### src/rtl/alu_ops_params.svh
// Summary of operation
// RULE1: add_work_to_file stores work plus file byte and updates all flags.
// RULE2: and_work_with_file stores work AND file byte and updates only zero.
// RULE3: sub_work_from_file stores file minus work; carry 1 means no borrow.
// RULE4: swap_file_nibbles exchanges the two nibbles and alters no flag.
// RULE5: destination bit 0 writes work, 1 writes the addressed file byte.
// RULE6: load_port_direction copies work to direction 5, 6 or 7, flags kept.
// RULE7: direction registers are plain bus registers too; the load is legacy.
// RULE8: one word, one cycle of four phases: decode, read, process, write.
// RULE9: 14-bit word: 6-bit opcode, destination bit 7, file address 6:0.
`ifndef ALU_OPS_PARAMS_SVH
`define ALU_OPS_PARAMS_SVH

`define OFS_INSTR 12'h000
`define OFS_WORK 12'h004
`define OFS_STATUS 12'h008
`define OFS_DIR5 12'h00c
`define OFS_DIR6 12'h010
`define OFS_DIR7 12'h014
`define FILE_SEL 3'h1

`define ST_C 0
`define ST_DC 1
`define ST_Z 2
`define ST_BUSY 8
`define ST_BADOP 9

`define OPC_ADD 6'h07
`define OPC_AND 6'h05
`define OPC_SUB 6'h02
`define OPC_SWAP 6'h0e
`define OPC_MISC 6'h00
`define DIR_SEL 5'h0c
`define DIR_FIRST 3'h5
`define DIR_LAST 3'h7
`define DEST_BIT 7

`define RST_WORK 8'h00
`define RST_DIR 8'hff
`define RST_FILE 8'h00

`endif

### src/rtl/alu_ops_pkg.sv
package alu_ops_pkg;
  typedef enum logic [2:0] {
    OP_NONE,
    OP_ADD,
    OP_AND,
    OP_SUB,
    OP_SWAP,
    OP_DIR
  } op_t;
  typedef enum logic [2:0] {
    PH_IDLE,
    PH_DECODE,
    PH_READ,
    PH_PROC,
    PH_WRITE
  } phase_t;
endpackage

### src/rtl/alu_core.sv
`timescale 1ns/100ps
module alu_core
  import alu_ops_pkg::*;
(
  input wire op_t op_i,
  input wire logic [7:0] work_i,
  input wire logic [7:0] file_i,
  output logic [7:0] res_o,
  output logic c_o,
  output logic dc_o,
  output logic z_o
);
  logic [7:0] b;
  logic cin;
  logic [8:0] full;
  logic [4:0] lo;

  always_comb begin
    cin = (op_i == OP_SUB);
    b = cin ? ~work_i : work_i; // [RULE3]
    full = {1'b0, file_i} + {1'b0, b} + {8'h00, cin};
    lo = {1'b0, file_i[3:0]} + {1'b0, b[3:0]} + {4'h0, cin};
    case (op_i)
      OP_ADD: res_o = full[7:0]; // [RULE1]
      OP_SUB: res_o = full[7:0]; // [RULE3]
      OP_AND: res_o = work_i & file_i; // [RULE2]
      OP_SWAP: res_o = {file_i[3:0], file_i[7:4]}; // [RULE4]
      OP_DIR: res_o = work_i;
      default: res_o = 8'h00;
    endcase
    c_o = full[8];
    dc_o = lo[4];
    z_o = (res_o == 8'h00);
  end
endmodule

### src/rtl/file_register_alu_ops.sv
// The APB slave port and the address map were left to the implementer.
`timescale 1ns/100ps
`include "alu_ops_params.svh"
module file_register_alu_ops
  import alu_ops_pkg::*;
#(
  parameter int FILE_DEPTH = 128
) (
  input wire logic SYS_CLK_I,
  input wire logic RESETN_I,
  input wire logic PSEL_I,
  input wire logic PENABLE_I,
  input wire logic PWRITE_I,
  input wire logic [11:0] PADDR_I,
  input wire logic [31:0] PWDATA_I,
  output logic [31:0] PRDATA_O,
  output logic PREADY_O,
  output logic PSLVERR_O,
  output logic [23:0] DIR_O,
  output logic BUSY_O
);
  ////////////////////////////////////////////////////////////////////////
  function automatic op_t decode_op(input logic [13:0] w);
    op_t op;
    op = OP_NONE;
    case (w[13:8]) // [RULE9]
      `OPC_ADD: op = OP_ADD;
      `OPC_AND: op = OP_AND;
      `OPC_SUB: op = OP_SUB;
      `OPC_SWAP: op = OP_SWAP;
      `OPC_MISC:
        if (w[7:3] == `DIR_SEL && w[2:0] >= `DIR_FIRST) begin
          op = OP_DIR; // [RULE6]
        end
      default: op = OP_NONE;
    endcase
    return op;
  endfunction

  phase_t phase_ff;
  op_t op_ff;
  logic [13:0] instr_ff;
  logic [7:0] fop_ff, res_ff, work_ff;
  logic cres_ff, dcres_ff, zres_ff;
  logic c_ff, dc_ff, z_ff, badop_ff;
  logic pready_ff, pslverr_ff;
  logic [7:0] dir_ff [3];
  logic [7:0] file_mem [FILE_DEPTH];
  logic [7:0] alu_res;
  logic alu_c, alu_dc, alu_z;
  logic busy, acc, wr_ok, start, is_file, dest_file, nxt_err;
  logic [6:0] faddr, aidx;
  logic [1:0] didx;
  logic [31:0] nxt_rdata;

  assign busy = (phase_ff != PH_IDLE);
  assign faddr = instr_ff[6:0];
  assign dest_file = instr_ff[`DEST_BIT];
  assign didx = 2'(instr_ff[2:0] - `DIR_FIRST);
  assign aidx = PADDR_I[8:2];
  assign is_file = (PADDR_I[11:9] == `FILE_SEL);
  assign acc = PSEL_I & PENABLE_I & ~pready_ff;
  assign wr_ok = PSEL_I & PENABLE_I & pready_ff & PWRITE_I & ~pslverr_ff;
  assign start = wr_ok & (PADDR_I == `OFS_INSTR);

  alu_core u_alu (
    .op_i(op_ff),
    .work_i(work_ff),
    .file_i(fop_ff),
    .res_o(alu_res),
    .c_o(alu_c),
    .dc_o(alu_dc),
    .z_o(alu_z)
  );

  ////////////////////////////////////////////////////////////////////////
  // apb decode; writes refused while busy so the datapath never races them
  always_comb begin
    nxt_rdata = 32'h0000_0000;
    nxt_err = 1'b0;
    if (is_file && PADDR_I[1:0] == 2'h0 && 32'(aidx) < FILE_DEPTH) begin
      nxt_rdata = {24'h000000, file_mem[aidx]};
    end else begin
      case (PADDR_I)
        `OFS_INSTR: nxt_rdata = {18'h00000, instr_ff};
        `OFS_WORK: nxt_rdata = {24'h000000, work_ff};
        `OFS_STATUS: begin
          nxt_rdata[`ST_C] = c_ff;
          nxt_rdata[`ST_DC] = dc_ff;
          nxt_rdata[`ST_Z] = z_ff;
          nxt_rdata[`ST_BUSY] = busy;
          nxt_rdata[`ST_BADOP] = badop_ff;
        end
        `OFS_DIR5: nxt_rdata = {24'h000000, dir_ff[0]}; // [RULE7]
        `OFS_DIR6: nxt_rdata = {24'h000000, dir_ff[1]}; // [RULE7]
        `OFS_DIR7: nxt_rdata = {24'h000000, dir_ff[2]}; // [RULE7]
        default: nxt_err = 1'b1;
      endcase
    end
    if (PWRITE_I && busy) begin
      nxt_err = 1'b1;
    end
  end

  always_ff @(posedge SYS_CLK_I or negedge RESETN_I) begin
    if (!RESETN_I) begin
      pready_ff <= 1'b0;
      pslverr_ff <= 1'b0;
      PRDATA_O <= 32'h0000_0000;
    end else begin
      pready_ff <= acc;
      pslverr_ff <= acc & nxt_err;
      PRDATA_O <= (acc && !PWRITE_I && !nxt_err) ? nxt_rdata : 32'h0000_0000;
    end
  end
  assign PREADY_O = pready_ff;
  assign PSLVERR_O = pslverr_ff;

  ////////////////////////////////////////////////////////////////////////
  // four phases, one clock each
  always_ff @(posedge SYS_CLK_I or negedge RESETN_I) begin
    if (!RESETN_I) begin
      phase_ff <= PH_IDLE;
      BUSY_O <= 1'b0;
    end else begin
      case (phase_ff)
        PH_IDLE: if (start) phase_ff <= PH_DECODE; // [RULE8]
        PH_DECODE: phase_ff <= PH_READ;
        PH_READ: phase_ff <= PH_PROC;
        PH_PROC: phase_ff <= PH_WRITE;
        PH_WRITE: phase_ff <= PH_IDLE;
        default: phase_ff <= PH_IDLE;
      endcase
      BUSY_O <= (phase_ff == PH_IDLE) ? start : (phase_ff != PH_WRITE);
    end
  end

  always_ff @(posedge SYS_CLK_I or negedge RESETN_I) begin
    if (!RESETN_I) begin
      instr_ff <= 14'h0000;
      op_ff <= OP_NONE;
      fop_ff <= 8'h00;
      res_ff <= 8'h00;
      cres_ff <= 1'b0;
      dcres_ff <= 1'b0;
      zres_ff <= 1'b0;
    end else begin
      if (start) instr_ff <= PWDATA_I[13:0];
      if (phase_ff == PH_DECODE) op_ff <= decode_op(instr_ff); // [RULE9]
      if (phase_ff == PH_READ) fop_ff <= file_mem[faddr]; // [RULE8]
      if (phase_ff == PH_PROC) begin
        res_ff <= alu_res;
        cres_ff <= alu_c;
        dcres_ff <= alu_dc;
        zres_ff <= alu_z;
      end
    end
  end

  ////////////////////////////////////////////////////////////////////////
  // work register and flags
  always_ff @(posedge SYS_CLK_I or negedge RESETN_I) begin
    if (!RESETN_I) begin
      work_ff <= `RST_WORK;
      c_ff <= 1'b0;
      dc_ff <= 1'b0;
      z_ff <= 1'b0;
      badop_ff <= 1'b0;
    end else if (phase_ff == PH_WRITE) begin
      if (op_ff != OP_NONE && op_ff != OP_DIR && !dest_file) begin
        work_ff <= res_ff; // [RULE5]
      end
      if (op_ff == OP_ADD || op_ff == OP_SUB) begin
        c_ff <= cres_ff; // [RULE1] [RULE3]
        dc_ff <= dcres_ff;
      end
      if (op_ff == OP_ADD || op_ff == OP_SUB || op_ff == OP_AND) begin
        z_ff <= zres_ff; // [RULE2]
      end
      if (op_ff == OP_NONE) badop_ff <= 1'b1;
    end else if (wr_ok) begin
      if (PADDR_I == `OFS_WORK) work_ff <= PWDATA_I[7:0];
      if (PADDR_I == `OFS_STATUS) begin
        c_ff <= PWDATA_I[`ST_C];
        dc_ff <= PWDATA_I[`ST_DC];
        z_ff <= PWDATA_I[`ST_Z];
        if (PWDATA_I[`ST_BADOP]) badop_ff <= 1'b0;
      end
    end
  end

  ////////////////////////////////////////////////////////////////////////
  // file bytes and direction registers
  always_ff @(posedge SYS_CLK_I or negedge RESETN_I) begin
    if (!RESETN_I) begin
      for (int i = 0; i < FILE_DEPTH; i++) file_mem[i] <= `RST_FILE;
    end else if (phase_ff == PH_WRITE && dest_file &&
                 op_ff != OP_NONE && op_ff != OP_DIR) begin
      file_mem[faddr] <= res_ff; // [RULE5]
    end else if (wr_ok && is_file && PADDR_I[1:0] == 2'h0 &&
                 32'(aidx) < FILE_DEPTH) begin
      file_mem[aidx] <= PWDATA_I[7:0];
    end
  end

  always_ff @(posedge SYS_CLK_I or negedge RESETN_I) begin
    if (!RESETN_I) begin
      for (int i = 0; i < 3; i++) dir_ff[i] <= `RST_DIR;
    end else if (phase_ff == PH_WRITE && op_ff == OP_DIR) begin
      dir_ff[didx] <= work_ff; // [RULE6]
    end else if (wr_ok) begin
      if (PADDR_I == `OFS_DIR5) dir_ff[0] <= PWDATA_I[7:0]; // [RULE7]
      if (PADDR_I == `OFS_DIR6) dir_ff[1] <= PWDATA_I[7:0]; // [RULE7]
      if (PADDR_I == `OFS_DIR7) dir_ff[2] <= PWDATA_I[7:0]; // [RULE7]
    end
  end
  assign DIR_O = {dir_ff[2], dir_ff[1], dir_ff[0]};

  ////////////////////////////////////////////////////////////////////////
  property p_four_phases;
    @(posedge SYS_CLK_I) disable iff (!RESETN_I)
      start |=> busy [*4] ##1 !busy;
  endproperty
  a_four_phases: assert property (p_four_phases) // [RULE8]
    else $error("instruction did not take four phases");

  property p_decode;
    @(posedge SYS_CLK_I) disable iff (!RESETN_I)
      (phase_ff == PH_DECODE && instr_ff[13:8] == `OPC_ADD) |=>
        op_ff == OP_ADD;
  endproperty
  a_decode: assert property (p_decode) // [RULE9]
    else $error("add opcode not decoded");

  property p_add;
    @(posedge SYS_CLK_I) disable iff (!RESETN_I)
      (phase_ff == PH_PROC && op_ff == OP_ADD) |=>
        {cres_ff, res_ff} == 9'($past(work_ff)) + 9'($past(fop_ff)) ##1
        (c_ff == cres_ff && z_ff == (res_ff == 8'h00));
  endproperty
  a_add: assert property (p_add) // [RULE1]
    else $error("add result or flags wrong");

  property p_and_flags;
    @(posedge SYS_CLK_I) disable iff (!RESETN_I)
      (phase_ff == PH_WRITE && op_ff == OP_AND) |=>
        c_ff == $past(c_ff) && dc_ff == $past(dc_ff) &&
        z_ff == (($past(work_ff) & $past(fop_ff)) == 8'h00);
  endproperty
  a_and_flags: assert property (p_and_flags) // [RULE2]
    else $error("and touched the wrong flags");

  property p_sub_carry;
    @(posedge SYS_CLK_I) disable iff (!RESETN_I)
      (phase_ff == PH_WRITE && op_ff == OP_SUB) |=>
        c_ff == ($past(fop_ff) >= $past(work_ff));
  endproperty
  a_sub_carry: assert property (p_sub_carry) // [RULE3]
    else $error("subtract carry polarity wrong");

  property p_swap;
    @(posedge SYS_CLK_I) disable iff (!RESETN_I)
      (phase_ff == PH_PROC && op_ff == OP_SWAP) |=>
        res_ff == {fop_ff[3:0], fop_ff[7:4]} ##1
        (c_ff == $past(c_ff, 2) && z_ff == $past(z_ff, 2) &&
         dc_ff == $past(dc_ff, 2));
  endproperty
  a_swap: assert property (p_swap) // [RULE4]
    else $error("swap result wrong or flags changed");

  property p_dest_work;
    @(posedge SYS_CLK_I) disable iff (!RESETN_I)
      (phase_ff == PH_WRITE && op_ff != OP_NONE && op_ff != OP_DIR &&
       !dest_file) |=> work_ff == $past(res_ff);
  endproperty
  a_dest_work: assert property (p_dest_work) // [RULE5]
    else $error("result not written to work");

  property p_dest_file;
    @(posedge SYS_CLK_I) disable iff (!RESETN_I)
      (phase_ff == PH_WRITE && op_ff != OP_NONE && op_ff != OP_DIR &&
       dest_file) |=>
        file_mem[$past(faddr)] == $past(res_ff) &&
        work_ff == $past(work_ff);
  endproperty
  a_dest_file: assert property (p_dest_file) // [RULE5]
    else $error("result not written back to file");

  property p_dir_load;
    @(posedge SYS_CLK_I) disable iff (!RESETN_I)
      (phase_ff == PH_WRITE && op_ff == OP_DIR) |=>
        dir_ff[$past(didx)] == $past(work_ff) && z_ff == $past(z_ff) &&
        c_ff == $past(c_ff);
  endproperty
  a_dir_load: assert property (p_dir_load) // [RULE6]
    else $error("direction load wrong or flags changed");

  property p_dir_bus;
    @(posedge SYS_CLK_I) disable iff (!RESETN_I)
      (wr_ok && PADDR_I == `OFS_DIR6) |=>
        DIR_O[15:8] == 8'($past(PWDATA_I));
  endproperty
  a_dir_bus: assert property (p_dir_bus) // [RULE7]
    else $error("direction register not bus writable");
endmodule

### config.mk
export PLATFORM = sky130hd
export DESIGN_NAME = file_register_alu_ops
export DESIGN_NICKNAME = d
export VERILOG_FILES = /design/src/rtl/alu_ops_pkg.sv /design/src/rtl/alu_core.sv /design/src/rtl/file_register_alu_ops.sv
export VERILOG_INCLUDE_DIRS = /design/src /design/src/rtl
export SDC_FILE = /design/constraint.sdc
export NUM_CORES = 2
export LEC_CHECK = 0
export BUFFER_PORTS_ARGS = -buffer_cell sky130_fd_sc_hd__buf_4
export CELL_PAD_IN_SITES_DETAIL_PLACEMENT = 1
export CELL_PAD_IN_SITES_GLOBAL_PLACEMENT = 2
export CORE_MARGIN = 8
export CORE_UTILIZATION = 26
export DETAILED_ROUTE_END_ITERATION = 10
export PLACE_DENSITY = 0.49
export SYNTH_ARGS = -nofsm -noshare
export SYNTH_HDL_FRONTEND = slang
export SYNTH_HIERARCHICAL = 1
export SYNTH_SLANG_ARGS = --single-unit
### constraint.sdc
create_clock -name SYS_CLK_I -period 4.6 [get_ports SYS_CLK_I]
set_clock_uncertainty 0.2 [all_clocks]
set_input_delay 0.46 -clock SYS_CLK_I [delete_from_list [all_inputs] [get_ports SYS_CLK_I]]
set_output_delay 0.46 -clock SYS_CLK_I [all_outputs]
set_load 0.01 [all_outputs]
==> metrics.md <==
| Metric | Value |
|---|---|
| Outcome | finished, final reports clean |
| Final max-slew violation count | 0 |
| Number of core rows | 187 |
| Residual DRC | 0 |
| Overall die height | 527 um |
| Final period demand of the worst path | 4270 ps |
| Post-CTS Hold Buffers | 21 |
| Number of cells produced by synthesis | 5826 |
| Met2 WL post-DR | around 170 mm |
| Initial DRT Pass Iterations | 5 |
| Setup TNS | 0 ps |
| Cts repair resizes | 0 |
| Multiplexer fraction of the synthesized cell area | 18.8% |
| Total number of yosys warnings | 6 |
| Clock Tree Buf Depth | 3 |
| Power per cell area | 308 nW/um2 |
| Overflow left after global routing | 0 |
| Die width | 527 um |
| Detailed-routing wirelength on met1 | roughly 170 mm |
| Cell types occupying the most area after synthesis | sky130_fd_sc_hd__dfrtp_1 (40%), sky130_fd_sc_hd__mux4_2 (13%), sky130_fd_sc_hd__a221o_1 (8.7%), sky130_fd_sc_hd__a22oi_1 (5.4%), sky130_fd_sc_hd__mux2i_1 (4.4%) |
| Met3 Wirelength | 26.6 mm |
| Leakage power | 34.9 nW |
| Initial antenna violation count | 14 |
| Floorplan core area | 260000 um2 |
| Initial Utilization | 26.1% |
| Total routing usage reported by global routing | between 20% and 30% |
| Relative slew slack | around 16% |
| CTS tree | done |
| Total length of routed wires | 386 mm |
| CP endpoint kind | register |
| Number of violations reported at the end of detailed-routing iteration 0 | 6258 |
| Fraction of registers with async set or reset after synthesis | 100% |
| Worst-margin pin slew | 1270 ps |
| Setup repair after global routing missed its margin | false |
| Data arrival time of the critical path | approximately 4800 ps |
| Dominant combinational cell family by area after synthesis | compound AO/OA/AOI/OAI gates |
| Slowest cell on crit path | sky130_fd_sc_hd__dfrtp_4 |
| Final Hold Viols | 0 |
| Post-CTS Repair Setup Buffers | 0 |
| Clock-pin slew reported for the worst setup and hold paths after clock tree synthesis | 60 ps |
| Clock Tree Root | sky130_fd_sc_hd__clkbuf_16 |
| Power spent charging and discharging nets | 6.75 mW |
| I/O pin total | about 110 |
| Portion of the post-synthesis area used by sequential elements | 41.2% |
| Launching element type of the critical path | register |
| Port Buffer Count | 71 |
| Synth Area in XOR/XNOR | 0.155% |
| Category of the critical setup timing path | register to register |
| RD Place Congestion | 0.891 |
| Via density per instance | 6.24 |
| Timing-limited maximum frequency | 0.234 GHz |
| Primary FF master, synth | sky130_fd_sc_hd__dfrtp_1 |
| Critical Path RT | 5100 ps |
| Average wire length per cell after detail routing | 40.5 um |
| Clock latency on the worst-skew pair | 830 ps |
| Maximum single-stage delay on the critical path | 1020 ps |
| Final setup viols | 0 |
| Number of CTS-inserted buffers | 150 |
| Cell type with the largest total area after synthesis | sky130_fd_sc_hd__dfrtp_1 |
| Post-synthesis share of cell area spent on full adders, half adders and majority gates | 0.195% |
| Vias in the first global route | between 60000 and 70000 |
| Number of synthesized flops with an enable pin | 0 |
| Max Used Layer | met4 |
| Path category of the worst min-delay check | input port to async pin |
| First-pass GRT wire length | 534 mm |
| Part of the power in combinational logic | under 10% |
| Detailed Place HPWL | 262 mm |
| Final core occ | 30.8% |
| Max-cap check violation count | 0 |
| Final period utilization | about 93% |
| Synth Area in Simple Gates | under 10% |
| CP Max Fanout | 24 |
| Number of different library cells in the post-synthesis netlist | 107 |
| Clk sink count | 1116 |
| Complex-gate fraction of the synthesized area | 26.1% |
| Share of post-route cells with drive strength above 1 | roughly 27% |
| Area of the die | between 200000 and 300000 um2 |
| Cell-internal power | approximately 18 mW |
| Detail Route Antenna Nets | 0 |
| Layout area overhead | 17.7% |
| Sequential Power Share | 40.7% |
| Switching part of the total | 27.4% |
| Share of power burned in the clock network | 51.0% |
| H-tree levels | 4 |
| Seq cells post-synth | 1116 |
| Mapped cell area | 67900 um2 |
| Synth Area per Inst | 11.7 um2 |
| Final nets | between 6000 and 7000 |
| Maximum vdd drop | between 0.4 and 0.5 mV |
| Via count | between 50000 and 60000 |
| CP Cell Sequence | buf_12 -> buf_4 -> mux4_2 -> o21ai_0 -> buf_4 -> a41oi_1 -> o21ai_0 -> a31oi_1 |
| Largest net degree at the start of global routing | ~110 |
| Synth top area share | 40.2% |
-- flip-flops by register name (all words and copies together) (netlist names), 3 cells and up --
| name | count |
|---|---|
| res_ff | 8 |
| PRDATA_O | 14 |
| phase_ff | 3 |
| op_ff | 3 |
| work_ff | 8 |
| fop_ff | 8 |
| file_mem | 1024 |
| DIR_O | 24 |
| instr_ff | 14 |
-- final timing paths --
kind	start	endpoint	slack (ps)	cells after the start
min	RESETN_I	file_mem[854]$_DFFE_PN0P_	40	2
min reg2reg	cres_ff$_DFFE_PN0P_	cres_ff$_DFFE_PN0P_	290	2
min in group SYS_CLK_I	PADDR_I[1]	PRDATA_O[9]$_DFF_PN0_	90	5
max in group asynchronous	RESETN_I	file_mem[716]$_DFFE_PN0P_	2880	3
max	instr_ff[0]$_DFFE_PN0P_	fop_ff[1]$_DFFE_PN0N_	330	8
max reg2reg	instr_ff[0]$_DFFE_PN0P_	fop_ff[1]$_DFFE_PN0N_	330	8
-- metal layers --
metal  vias up  global-route usage, %
met2      2325                   41.7
li1      23900                      -
met4         0                   9.01
met5         -                      0
met1     32700                   37.5
met3       546                   5.59
-- cells by family after synthesis --
family / count (synthesis)
AO/OA/AOI/OAI: 2216
XOR/XNOR: 12
adder cells (fa/ha/maj): 10
buffers and inverters: 564
flip-flops: 1116
multiplexers: 754
other: 1
AND/OR/NAND/NOR: 1153
-- cells in the final DEF (no fill, tap or decap), types with 101 or more instances in the layout --
cell type                   count
sky130_fd_sc_hd__a21oi_1      105
sky130_fd_sc_hd__a221o_1      588
sky130_fd_sc_hd__a22oi_1      489
sky130_fd_sc_hd__buf_4        423
sky130_fd_sc_hd__clkbuf_16    157
sky130_fd_sc_hd__dfrtp_1     1081
sky130_fd_sc_hd__mux2i_1      299
sky130_fd_sc_hd__mux4_2       407
sky130_fd_sc_hd__nand2_1      128
sky130_fd_sc_hd__nor2_1       655
sky130_fd_sc_hd__o211ai_2     101
sky130_fd_sc_hd__o21ai_0      426
-- critical path, delay by kind of cell, from the launching register on --
family,cells,cell delay (ps)
AO/OA/AOI/OAI,4,1570
multiplexers,1,510
flip-flops,1,1020
buffers and inverters,3,750
-- Yosys cell counts (18+ instances only) --
library cell and count:
sky130_fd_sc_hd__dfrtp_1 1092, sky130_fd_sc_hd__buf_4 73, sky130_fd_sc_hd__a31oi_1 21, sky130_fd_sc_hd__buf_6 47, sky130_fd_sc_hd__buf_2 130, sky130_fd_sc_hd__o211ai_1 41, sky130_fd_sc_hd__nand2_1 136, sky130_fd_sc_hd__dfstp_2 24
sky130_fd_sc_hd__clkbuf_1 260, sky130_fd_sc_hd__nor2_2 51, sky130_fd_sc_hd__and2_1 22, sky130_fd_sc_hd__mux4_2 407, sky130_fd_sc_hd__nand2b_1 21, sky130_fd_sc_hd__a221oi_1 48, sky130_fd_sc_hd__a211oi_1 20, sky130_fd_sc_hd__mux2_2 42
sky130_fd_sc_hd__nor3_1 18, sky130_fd_sc_hd__a22o_1 29, sky130_fd_sc_hd__o21ai_0 426, sky130_fd_sc_hd__a21oi_1 105, sky130_fd_sc_hd__nor2b_1 27, sky130_fd_sc_hd__nor2_4 39, sky130_fd_sc_hd__a21o_1 27, sky130_fd_sc_hd__nor2_1 669
sky130_fd_sc_hd__o221ai_1 24, sky130_fd_sc_hd__nand3_1 35, sky130_fd_sc_hd__o21ai_1 81, sky130_fd_sc_hd__a221o_1 588, sky130_fd_sc_hd__a22oi_1 489, sky130_fd_sc_hd__o211ai_2 101, sky130_fd_sc_hd__a21oi_2 60, sky130_fd_sc_hd__o22ai_1 57
sky130_fd_sc_hd__nor2_8 43, sky130_fd_sc_hd__mux2i_1 299
-- per-stage QoR --
step	total power, mW	hold slack (ps)	setup WS (ps)	cell area [um2]	cells
floorplan	11.1	-35.6	1690	68000	5843
global placement	12.2	276	373	74600	9223
detailed placement	12.2	275	400	74600	9223
CTS	24.8	14.1	383	79900	9511
global route	25.2	67.0	326	79900	9515
finish	24.6	43.4	329	79900	9522
-- layout make-up --
type,instances,area (um2)
Antenna cell,11,27.5
Timing Repair Buffer,545,5390
Sequential cell,1116,28000
Clock inverter,41,524
Clock buffer,226,4570
Multi-Input combinational cell,4163,37100
Inverter,18,83.8
Tap cell,3402,4260
Fill cell,28100,180000
-- power by group through the flow --
stage                     Clock, mW  Combinational [mW]  Sequential, mW
final                          12.5                2.06            10.0
after floorplan                   0               0.955            10.1
after CTS                      12.8                2.05            10.0
after global routing           13.1                2.15            10.0
after global placement            0                2.02            10.2
after detailed placement          0                2.03            10.2
Power figures use the tool's default switching activity.
